--- src/rtl/contact_stop_pkg.sv ---
// Constants, register map and resets for the contact-stop speed selector
package contact_stop_pkg;

	// ****************************************************************
	// Bus and register map (byte addresses)
	// ****************************************************************
	localparam int          ADDR_W        = 8;
	localparam int          DATA_W        = 32;
	localparam int          PAR_W         = 16;
	localparam logic [7:0]  OFS_ENABLE    = 8'h00;
	localparam logic [7:0]  OFS_REMOTE    = 8'h04;
	localparam logic [7:0]  OFS_OPCFG     = 8'h08;
	localparam logic [7:0]  OFS_NSTALL    = 8'h0c;
	localparam logic [7:0]  OFS_SSTALL    = 8'h10;
	localparam logic [7:0]  OFS_EXCITE    = 8'h14;
	localparam logic [7:0]  OFS_CCARR     = 8'h18;
	localparam logic [7:0]  OFS_NCARR     = 8'h1c;
	localparam logic [7:0]  OFS_STATUS    = 8'h20;
	localparam logic [7:0]  OFS_PRESET    = 8'h40;
	localparam logic [7:0]  PRESET_MASK   = 8'he0;
	localparam logic [1:0]  RESP_OKAY     = 2'h0;
	localparam logic [1:0]  RESP_SLVERR   = 2'h2;

	// ****************************************************************
	// Field positions of the operation configuration word
	// ****************************************************************
	localparam int          OPM_LSB       = 0;
	localparam int          PID_BIT       = 2;
	localparam int          AUTO_LSB      = 8;
	localparam logic [1:0]  OPM_EXTERNAL  = 2'h0;

	// ****************************************************************
	// Parameter values and limits (frequencies in 0.01 Hz)
	// ****************************************************************
	localparam logic [15:0] ENABLE_ON     = 16'h0001;
	localparam logic [15:0] NO_SETTING    = 16'h270f;
	localparam logic [15:0] REMOTE_MIN    = 16'h0001;
	localparam logic [15:0] REMOTE_MAX    = 16'h0003;
	localparam logic [15:0] CONTACT_FMAX  = 16'h0bb8;
	localparam logic [15:0] CARRIER_FMAX  = 16'h012c;
	localparam logic [15:0] EXCITE_MAX    = 16'h012c;

	// ****************************************************************
	// Reset values
	// ****************************************************************
	localparam logic [15:0] RST_ENABLE    = 16'h0000;
	localparam logic [15:0] RST_REMOTE    = 16'h0000;
	localparam logic [15:0] RST_OPCFG     = 16'h0000;
	localparam logic [15:0] RST_NSTALL    = 16'h0096;
	localparam logic [15:0] RST_SSTALL    = 16'h270f;
	localparam logic [15:0] RST_EXCITE    = 16'h270f;
	localparam logic [15:0] RST_CCARR     = 16'h270f;
	localparam logic [15:0] RST_NCARR     = 16'h0001;
	localparam logic [15:0] RST_LOW       = 16'h03e8;
	localparam logic [15:0] RST_OTHER     = 16'h0000;

	// ****************************************************************
	// Preset table slots
	// ****************************************************************
	localparam logic [2:0]  SLOT_HIGH     = 3'h0;
	localparam logic [2:0]  SLOT_MIDDLE   = 3'h1;
	localparam logic [2:0]  SLOT_LOW      = 3'h2;
	localparam logic [2:0]  SLOT_SPEED4   = 3'h3;
	localparam logic [2:0]  SLOT_SPEED5   = 3'h4;
	localparam logic [2:0]  SLOT_SPEED6   = 3'h5;
	localparam logic [2:0]  SLOT_SPEED7   = 3'h6;
	localparam logic [2:0]  SLOT_JOG      = 3'h7;
	localparam int          SLOTS         = 8;

	// Bus read sequencer, one bit changes per step except RESP back to IDLE
	typedef enum logic [1:0] {
		RD_IDLE  = 2'b00,
		RD_FETCH = 2'b01,
		RD_RESP  = 2'b11
	} rd_state_t;

endpackage

--- src/rtl/contact_stop_speed_select.sv ---
// Speed source selection and stop-on-contact switching with AXI4-Lite regs
//
// Summary of operation
// - Contact-stop can only happen while the enable parameter equals 1.
// - In contact-stop mode the low preset is clamped to at most 30 Hz.
// - Second-function plus low select enters contact-stop at the low preset.
// - Contact-stop uses the second stall level, normal one if it is 9999.
// - Contact-stop at 3 Hz or less uses the contact carrier unless 9999.
// - Fast-response current limit is on normally and off in contact-stop.
// - Low-speed excitation scaling (0-300%) applies only in contact-stop.
// - Panel, combined, jog, PID, remote or auto-accel operation blocks it.
// - A remote setting selection of 1 to 3 blocks contact-stop entirely.
// - A jog request selects the jog frequency above everything else.
// - Jog off with low and second-function on gives low preset and mode.
// - Low, speed 4, 5, 6 and 7 follow the combinations of the selects.
//
// Register access over AXI4-Lite and the placing of the registers are this design's own decisions.
`timescale 1ns/10ps
`default_nettype none
module contact_stop_speed_select
	import contact_stop_pkg::*;
(
	input  wire logic              i_clk,
	input  wire logic              i_nrst,
	input  wire logic              i_awvalid,
	output logic                   o_awready,
	input  wire logic [ADDR_W-1:0] i_awaddr,
	input  wire logic              i_wvalid,
	output logic                   o_wready,
	input  wire logic [DATA_W-1:0] i_wdata,
	input  wire logic [3:0]        i_wstrb,
	output logic                   o_bvalid,
	input  wire logic              i_bready,
	output logic      [1:0]        o_bresp,
	input  wire logic              i_arvalid,
	output logic                   o_arready,
	input  wire logic [ADDR_W-1:0] i_araddr,
	output logic                   o_rvalid,
	input  wire logic              i_rready,
	output logic      [DATA_W-1:0] o_rdata,
	output logic      [1:0]        o_rresp,
	input  wire logic              i_high_speed_select,
	input  wire logic              i_middle_speed_select,
	input  wire logic              i_low_speed_select,
	input  wire logic              i_second_function_select,
	input  wire logic              i_jog_request,
	input  wire logic [PAR_W-1:0]  i_analog_freq,
	input  wire logic [PAR_W-1:0]  i_out_freq,
	output logic      [PAR_W-1:0]  o_freq_cmd,
	output logic                   o_contact_mode,
	output logic      [PAR_W-1:0]  o_stall_level,
	output logic      [PAR_W-1:0]  o_carrier_setting,
	output logic      [PAR_W-1:0]  o_excite_scale,
	output logic                   o_excite_en,
	output logic                   o_fast_limit_en
);

	// ****************************************************************
	// Helpers
	// ****************************************************************

	// Second value stands in when the first holds the no-setting code
	function automatic logic [15:0] pick(input logic [15:0] val,
	                                     input logic [15:0] alt);
		pick = (val == NO_SETTING) ? alt : val;
	endfunction

	// Merge the two low byte lanes of a write into a 16-bit word
	function automatic logic [15:0] merge(input logic [15:0] old,
	                                      input logic [31:0] wd,
	                                      input logic [3:0]  be);
		merge = old;
		if (be[0]) begin
			merge[7:0] = wd[7:0];
		end
		if (be[1]) begin
			merge[15:8] = wd[15:8];
		end
	endfunction

	// ****************************************************************
	// Declarations
	// ****************************************************************
	logic [15:0]       enable_r;
	logic [15:0]       remote_r;
	logic [15:0]       opcfg_r;
	logic [15:0]       nstall_r;
	logic [15:0]       sstall_r;
	logic [15:0]       excite_r;
	logic [15:0]       ccarr_r;
	logic [15:0]       ncarr_r;
	logic              aw_have_r;
	logic [7:0]        aw_addr_r;
	logic              w_have_r;
	logic [31:0]       w_data_r;
	logic [3:0]        w_strb_r;
	logic              wr_fire;
	logic              wr_hit;
	logic              preset_we;
	rd_state_t         rd_state_r;
	logic [7:0]        ar_addr_r;
	logic [15:0]       mem_bus_data;
	logic [15:0]       mem_sel_data;
	logic              blocked;
	logic              contact_nxt;
	logic              analog_nxt;
	logic [2:0]        slot_nxt;
	logic              contact_r;
	logic              analog_r;
	logic              low_slot_r;
	logic [15:0]       rd_word;
	logic              rd_hit;

	// ****************************************************************
	// Write channel
	// ****************************************************************
	assign o_awready = !aw_have_r && !o_bvalid;
	assign o_wready  = !w_have_r && !o_bvalid;
	assign wr_fire   = aw_have_r && w_have_r && !o_bvalid;
	assign preset_we = wr_fire && ((aw_addr_r & PRESET_MASK) == OFS_PRESET);

	// Address and data are held until both have arrived
	always_ff @(posedge i_clk or negedge i_nrst) begin
		if (!i_nrst) begin
			aw_have_r <= 1'b0;
			aw_addr_r <= 8'h00;
			w_have_r  <= 1'b0;
			w_data_r  <= 32'h0000_0000;
			w_strb_r  <= 4'h0;
		end else begin
			if (i_awvalid && o_awready) begin
				aw_have_r <= 1'b1;
				aw_addr_r <= i_awaddr;
			end else if (wr_fire) begin
				aw_have_r <= 1'b0;
			end
			if (i_wvalid && o_wready) begin
				w_have_r <= 1'b1;
				w_data_r <= i_wdata;
				w_strb_r <= i_wstrb;
			end else if (wr_fire) begin
				w_have_r <= 1'b0;
			end
		end
	end

	// Address decode for writes
	always_comb begin
		wr_hit = preset_we;
		unique case (aw_addr_r)
			OFS_ENABLE, OFS_REMOTE, OFS_OPCFG, OFS_NSTALL,
			OFS_SSTALL, OFS_EXCITE, OFS_CCARR, OFS_NCARR: wr_hit = 1'b1;
			default: ;
		endcase
	end

	// Write response, error for unmapped or read-only words
	always_ff @(posedge i_clk or negedge i_nrst) begin
		if (!i_nrst) begin
			o_bvalid <= 1'b0;
			o_bresp  <= RESP_OKAY;
		end else if (wr_fire) begin
			o_bvalid <= 1'b1;
			o_bresp  <= wr_hit ? RESP_OKAY : RESP_SLVERR;
		end else if (i_bready) begin
			o_bvalid <= 1'b0;
		end
	end

	// Parameter registers
	always_ff @(posedge i_clk or negedge i_nrst) begin
		if (!i_nrst) begin
			enable_r <= RST_ENABLE;
			remote_r <= RST_REMOTE;
			opcfg_r  <= RST_OPCFG;
			nstall_r <= RST_NSTALL;
			sstall_r <= RST_SSTALL;
			excite_r <= RST_EXCITE;
			ccarr_r  <= RST_CCARR;
			ncarr_r  <= RST_NCARR;
		end else if (wr_fire) begin
			unique case (aw_addr_r)
				OFS_ENABLE: enable_r <= merge(enable_r, w_data_r, w_strb_r);
				OFS_REMOTE: remote_r <= merge(remote_r, w_data_r, w_strb_r);
				OFS_OPCFG:  opcfg_r  <= merge(opcfg_r, w_data_r, w_strb_r);
				OFS_NSTALL: nstall_r <= merge(nstall_r, w_data_r, w_strb_r);
				OFS_SSTALL: sstall_r <= merge(sstall_r, w_data_r, w_strb_r);
				OFS_EXCITE: excite_r <= merge(excite_r, w_data_r, w_strb_r);
				OFS_CCARR:  ccarr_r  <= merge(ccarr_r, w_data_r, w_strb_r);
				OFS_NCARR:  ncarr_r  <= merge(ncarr_r, w_data_r, w_strb_r);
				default: ;
			endcase
		end
	end

	// ****************************************************************
	// Read channel
	// ****************************************************************
	assign o_arready = (rd_state_r == RD_IDLE);
	assign o_rvalid  = (rd_state_r == RD_RESP);

	// Fetch cycle lets the preset store deliver its registered word
	always_ff @(posedge i_clk or negedge i_nrst) begin
		if (!i_nrst) begin
			rd_state_r <= RD_IDLE;
			ar_addr_r  <= 8'h00;
		end else begin
			unique case (rd_state_r)
				RD_IDLE: begin
					if (i_arvalid) begin
						rd_state_r <= RD_FETCH;
						ar_addr_r  <= i_araddr;
					end
				end
				RD_FETCH: rd_state_r <= RD_RESP;
				RD_RESP: begin
					if (i_rready) begin
						rd_state_r <= RD_IDLE;
					end
				end
				default: rd_state_r <= RD_IDLE;
			endcase
		end
	end

	// Read decode; status shows the live selection state
	always_comb begin
		rd_hit  = 1'b1;
		rd_word = 16'h0000;
		if ((ar_addr_r & PRESET_MASK) == OFS_PRESET) begin
			rd_word = mem_bus_data;
		end else begin
			unique case (ar_addr_r)
				OFS_ENABLE: rd_word = enable_r;
				OFS_REMOTE: rd_word = remote_r;
				OFS_OPCFG:  rd_word = opcfg_r;
				OFS_NSTALL: rd_word = nstall_r;
				OFS_SSTALL: rd_word = sstall_r;
				OFS_EXCITE: rd_word = excite_r;
				OFS_CCARR:  rd_word = ccarr_r;
				OFS_NCARR:  rd_word = ncarr_r;
				OFS_STATUS: rd_word = {10'h000, o_fast_limit_en, o_excite_en,
				                       analog_r, blocked, contact_r, i_jog_request};
				default:    rd_hit  = 1'b0;
			endcase
		end
	end

	// Read data registered in the fetch cycle
	always_ff @(posedge i_clk or negedge i_nrst) begin
		if (!i_nrst) begin
			o_rdata <= 32'h0000_0000;
			o_rresp <= RESP_OKAY;
		end else if (rd_state_r == RD_FETCH) begin
			o_rdata <= {16'h0000, rd_word};
			o_rresp <= rd_hit ? RESP_OKAY : RESP_SLVERR;
		end
	end

	// ****************************************************************
	// Speed source selection
	// ****************************************************************
	always_comb begin
		blocked = (opcfg_r[OPM_LSB +: 2] != OPM_EXTERNAL) ||
		          opcfg_r[PID_BIT] ||
		          (opcfg_r[AUTO_LSB +: 8] != 8'h00) ||
		          ((remote_r >= REMOTE_MIN) && (remote_r <= REMOTE_MAX));
		contact_nxt = (enable_r == ENABLE_ON) && i_second_function_select &&
		              i_low_speed_select && !i_jog_request && !blocked;
		analog_nxt  = 1'b0;
		slot_nxt    = SLOT_LOW;
		if (i_jog_request) begin
			slot_nxt = SLOT_JOG;
		end else if (contact_nxt) begin
			slot_nxt = SLOT_LOW;
		end else begin
			unique case ({i_high_speed_select, i_middle_speed_select,
			              i_low_speed_select})
				3'b100: slot_nxt = SLOT_HIGH;
				3'b010: slot_nxt = SLOT_MIDDLE;
				3'b001: slot_nxt = SLOT_LOW;
				3'b011: slot_nxt = SLOT_SPEED4;
				3'b101: slot_nxt = SLOT_SPEED5;
				3'b110: slot_nxt = SLOT_SPEED6;
				3'b111: slot_nxt = SLOT_SPEED7;
				3'b000: analog_nxt = 1'b1;
			endcase
		end
	end

	preset_table preset_table_inst (
		.i_clk      (i_clk),
		.i_nrst     (i_nrst),
		.i_we       (preset_we),
		.i_waddr    (aw_addr_r[4:2]),
		.i_wdata    (w_data_r[15:0]),
		.i_wbe      (w_strb_r[1:0]),
		.i_sel_addr (slot_nxt),
		.o_sel_data (mem_sel_data),
		.i_bus_addr (i_araddr[4:2]),
		.o_bus_data (mem_bus_data)
	);

	// mode and derived settings refreshed each clock
	always_ff @(posedge i_clk or negedge i_nrst) begin
		if (!i_nrst) begin
			contact_r         <= 1'b0;
			analog_r          <= 1'b0;
			low_slot_r        <= 1'b0;
			o_stall_level     <= RST_NSTALL;
			o_carrier_setting <= RST_NCARR;
			o_excite_scale    <= 16'h0000;
			o_excite_en       <= 1'b0;
			o_fast_limit_en   <= 1'b1;
		end else begin
			contact_r  <= contact_nxt;
			analog_r   <= analog_nxt;
			low_slot_r <= (slot_nxt == SLOT_LOW);
			o_stall_level <= contact_nxt ? pick(sstall_r, nstall_r) : nstall_r;
			if (contact_nxt && (i_out_freq <= CARRIER_FMAX)) begin
				o_carrier_setting <= pick(ccarr_r, ncarr_r);
			end else begin
				o_carrier_setting <= ncarr_r;
			end
			o_excite_en    <= contact_nxt && (excite_r <= EXCITE_MAX);
			o_excite_scale <= (contact_nxt && (excite_r <= EXCITE_MAX)) ?
			                  excite_r : 16'h0000;
			o_fast_limit_en <= !contact_nxt;
		end
	end

	assign o_contact_mode = contact_r;

	// Frequency command, one stage behind the preset store
	always_ff @(posedge i_clk or negedge i_nrst) begin
		if (!i_nrst) begin
			o_freq_cmd <= 16'h0000;
		end else if (analog_r) begin
			o_freq_cmd <= i_analog_freq;
		end else if (contact_r && low_slot_r &&
		             (mem_sel_data > CONTACT_FMAX)) begin
			o_freq_cmd <= CONTACT_FMAX;
		end else begin
			o_freq_cmd <= mem_sel_data;
		end
	end

endmodule
`default_nettype wire

--- src/rtl/preset_table.sv ---
// Eight-word preset frequency store with two registered read ports
`timescale 1ns/10ps
`default_nettype none
module preset_table
	import contact_stop_pkg::*;
(
	input  wire logic        i_clk,
	input  wire logic        i_nrst,
	input  wire logic        i_we,
	input  wire logic [2:0]  i_waddr,
	input  wire logic [15:0] i_wdata,
	input  wire logic [1:0]  i_wbe,
	input  wire logic [2:0]  i_sel_addr,
	output logic      [15:0] o_sel_data,
	input  wire logic [2:0]  i_bus_addr,
	output logic      [15:0] o_bus_data
);

	logic [15:0] mem_r [SLOTS];

	// ****************************************************************
	// Storage with byte-lane writes
	// ****************************************************************
	always_ff @(posedge i_clk or negedge i_nrst) begin
		if (!i_nrst) begin
			for (int i = 0; i < SLOTS; i++) begin
				mem_r[i] <= (i == int'(SLOT_LOW)) ? RST_LOW : RST_OTHER;
			end
		end else if (i_we) begin
			if (i_wbe[0]) begin
				mem_r[i_waddr][7:0] <= i_wdata[7:0];
			end
			if (i_wbe[1]) begin
				mem_r[i_waddr][15:8] <= i_wdata[15:8];
			end
		end
	end

	// Registered read ports
	always_ff @(posedge i_clk or negedge i_nrst) begin
		if (!i_nrst) begin
			o_sel_data <= RST_OTHER;
			o_bus_data <= RST_OTHER;
		end else begin
			o_sel_data <= mem_r[i_sel_addr];
			o_bus_data <= mem_r[i_bus_addr];
		end
	end

endmodule
`default_nettype wire

--- config.mk ---
export PLATFORM = sky130hd
export DESIGN_NAME = contact_stop_speed_select
export DESIGN_NICKNAME = d
export VERILOG_FILES = /design/src/rtl/contact_stop_pkg.sv /design/src/rtl/contact_stop_speed_select.sv /design/src/rtl/preset_table.sv
export SDC_FILE = /design/constraint.sdc
export NUM_CORES = 1
export LEC_CHECK = 0
export ABC_AREA = 1
export ABC_CLOCK_PERIOD_IN_PS = 4700
export BUFFER_PORTS_ARGS = -buffer_cell sky130_fd_sc_hd__buf_2
export CELL_PAD_IN_SITES_DETAIL_PLACEMENT = 0
export CELL_PAD_IN_SITES_GLOBAL_PLACEMENT = 2
export CORE_MARGIN = 2
export CORE_UTILIZATION = 38
export DETAILED_ROUTE_END_ITERATION = 8
export HOLD_SLACK_MARGIN = 0.15
export PLACE_DENSITY_LB_ADDON = 0.2
export SYNTH_ARGS = -nofsm -noshare
export SYNTH_HDL_FRONTEND = slang
export SYNTH_SLANG_ARGS = --single-unit
--- constraint.sdc ---
create_clock -name i_clk -period 4.7 [get_ports i_clk]
set_input_delay 0.94 -clock i_clk [delete_from_list [all_inputs] [get_ports i_clk]]
set_output_delay 0.94 -clock i_clk [all_outputs]
set_load 0.02 [all_outputs]
==> results.yml <==
power:
  clock_power_share_pct: 31.1
  p_int_w: 0.00803
  power.leakage_nw: 10.6
  p_per_area_nw_per_um2: 568
  seqPwrFrac_pct: 41.8
  p_comb_share_pct: 27.1
  ir_worst_vdd_uv: 348
  swShare_pct: 36.1
  power_switching_w: 0.00454
drt:
  ant_nets: 0
  wl_per_cell_um: 19.6
  routed_via_density: 5.12
  drt_iter0_markers: 1281
  drcViolationCount: 0
  totalWireLength_mm: 62.3
  drtPass1Iterations: 6
  vias: 16200
clock_tree:
  clkTransAtPathRegs_ns: 0.06
  cts_buffer_depth: 3
  clock_latency_ns: 0.60
  cts_tree: "built"
  cts_setup_buffers: 0
  root_buffer: "clkbuf_16"
  cts_sinks: 414
  ctsResizeCount: 0
  holdBufCountCts: 0
  htreeDepth: 2
  numCtsBuffers: 47
worst_setup_path:
  path_cells: "buf_2 -> inv_2 -> buf_4 -> nand2_2 -> buf_4 -> nand2_1 -> nand3_1 -> nand2_1 -> nand2_1 -> nand2_1"
  cp_max_fo: 68
  slowest_stage: "buf_4"
  cp.arrival_ns: 3.38
  cp-end-kind: "flip-flop"
  crit_type: "in2reg"
  cp-start-kind: "primary input"
  crit_required_ns: 5.19
  critical-path-max-stage-delay_ns: 0.66
  cpMostUsedCell: "nand2_1"
  reg2regPathDepth: 9
hold_path:
  hold_path.class: "in2async"
global_route:
  use_met2_pct: 36.4
  grt_pass1_vias: 15300
  grt_util_met1_pct: 35.5
  antenna_found_initial: 0
  gr-usage-all-layers_pct: 23.8
  met3_usage_pct: 3.24
  grt_max_degree: 147
  grt_pass1_wl_mm: 95.3
  grt_overflow: 0
  top_usage_layer: "met2"
timing:
  setup_viol: 0
  period_minus_slack_ns: 2.90
  period_share_pct: 61.7
  rsz0062_at_grt: "false"
  hold_violations: 0
  slew_violations: 0
  setup_slack_ns: 1.80
  fmax_mhz: 345
  worst_slew_pin_slew_ns: 1.22
  clock_skew_ns: 0.0315
  fin_setup_tns_ns: 0
  slew-limit-headroom_pct: 18.0
floorplan:
  die_h_um: 229
  dieWidth_um: 229
  io_pins: 204
  die_area_sq_um: 52400
  rows: 82
  start_util_pct: 38.4
  core_area_sq_um: 50100
yosys:
  syn_inst: 2349
  synth_warnings: 0
  ys_types: 42
  synth-seq-cells: 414
  netlist_area_sq_um: 19200
  syn_avg_cell_area_sq_um: 8.18
  yosysSeqAreaShare_pct: 54.2
finish:
  antennaDiodeCount: 0
  multiInputGateArea_sq_um: 7180
  regArea_sq_um: 10400
  fillers: 5170
  final_cell_mix: "nand2_1, o21ai_0, dfrtp_1"
  final_common_cell: "nand2_1"
  nets: 2562
  drive_above_1_share_pct: 13.5
  syn2layout_area_growth_pct: 15.1
status:
  status: "completed"
flow_run:
  cap_violations: 0
placement:
  place_hpwl_mm: 41.9
  port_buffers: 167
  dp_slack_ns: 1.20
  gp_congestion: 0.836
## state kept, by name (all words and copies together) (netlist names), 8 cells and up
| signal | cells |
|---|---|
| preset_table_inst.mem_r | 128 |
| preset_table_inst.o_sel_data | 16 |
| remote_r | 16 |
| o_excite_scale | 16 |
| aw_addr_r | 8 |
| sstall_r | 16 |
| enable_r | 16 |
| nstall_r | 16 |
| ccarr_r | 16 |
| o_stall_level | 16 |
| ar_addr_r | 8 |
| o_rdata | 16 |
| o_carrier_setting | 16 |
| w_data_r | 16 |
| o_freq_cmd | 16 |
| preset_table_inst.o_bus_data | 16 |
| excite_r | 16 |
| opcfg_r | 16 |
| ncarr_r | 16 |
## final timing paths
kind	to	startpoint	slack, ns
setup / recovery	preset_table_inst.o_sel_data[12]	i_jog_request	1.80
setup reg to reg	o_excite_scale[2]	opcfg_r[13]	1.81
hold / removal	o_excite_scale[1]	i_nrst	0.28
max in group asynchronous	preset_table_inst.mem_r[8]	i_nrst	3.22
min in group i_clk	preset_table_inst.mem_r[34]	w_data_r[2]	0.47
hold reg to reg	preset_table_inst.mem_r[34]	w_data_r[2]	0.47
## layout make-up
| type | count | share of cell area (%) |
|---|---|---|
| Inverter | 266 | 4.51 |
| Clock inverter | 20 | 1.32 |
| Sequential cell | 414 | 47.1 |
| Clock buffer | 67 | 6.12 |
| Tap cell | 672 | 3.80 |
| Multi-Input combinational cell | 1553 | 32.5 |
| Timing Repair Buffer | 184 | 4.68 |
## kinds of logic (layout without fill, tap and decap cells)
group / count (synthesis) / count (layout) / synth area share, %
and+or+nand+nor: 956 / 956 / 20.9
other: 1 / 25 / 0.0195
AOI/OAI and AO/OA: 563 / 563 / 15.4
DFF: 414 / 414 / 54.2
muxes: 9 / 9 / 0.528
buffers and inverters: 406 / 537 / 8.94
## routing by layer
layer	vias up	wire length [um]	share of wire, %
li1	7833	-	-
met1	7864	29500	47
met2	476	27900	45
met3	74	3670	5.9
met4	0	1160	1.9
met5	-	0	0
## metrics by stage
stage	instance area, sq um	hold WS [ns]	utilization, %	instances	power [W]
floorplan	19300	0.444	-	2373	0.00741
global placement	20500	0.449	40.9	3089	0.00867
detailed placement	20500	0.462	40.9	3089	0.00874
CTS	22100	0.273	44.2	3176	0.0127
global route	22100	0.292	44.2	3176	0.0134
finish	22100	0.284	44.2	3176	0.0126
## cell usage after synthesis, drive strengths merged
cell type	n	share of area, %
nand2	606	12
o21ai	380	9.9
dfrtp	373	49
inv	260	5.1
nor2	145	3.0
nand3	139	3.6
a21oi	121	3.2
clkbuf	72	1.4
buf	68	2.3
dfstp	41	5.6
a31oi	21	0.68
nand4	21	0.68
nand3b	16	0.63
nor4	12	0.39
nor3	11	0.43
o22ai	10	0.33
a221oi	9	0.41
mux2	9	0.53
clkinv	6	0.12
or2	5	0.16
a211oi	4	0.16
a22o	4	0.18
o211ai	4	0.16
o221ai	4	0.18
o21bai	3	0.14
a22oi	1	0.039
and3	1	0.033
conb	1	0.020
o2111ai	1	0.046
o41ai	1	0.046
## power groups by stage
stage | Combinational (W) | Sequential, W | Clock [W]
final | 0.00341 | 0.00525 | 0.00391
after global routing | 0.00384 | 0.00538 | 0.00416
after CTS | 0.00345 | 0.00525 | 0.00401
after detailed placement | 0.00344 | 0.00530 | 0
after global placement | 0.00340 | 0.00527 | 0
after floorplan | 0.00208 | 0.00533 | 0
## critical path: cells and delay by family
| family | cells | cell delay [ns] |
|---|---|---|
| buffers and inverters | 4 | 1.26 |
| AND/OR/NAND/NOR | 6 | 1.10 |
Power figures use the tool's default switching activity.
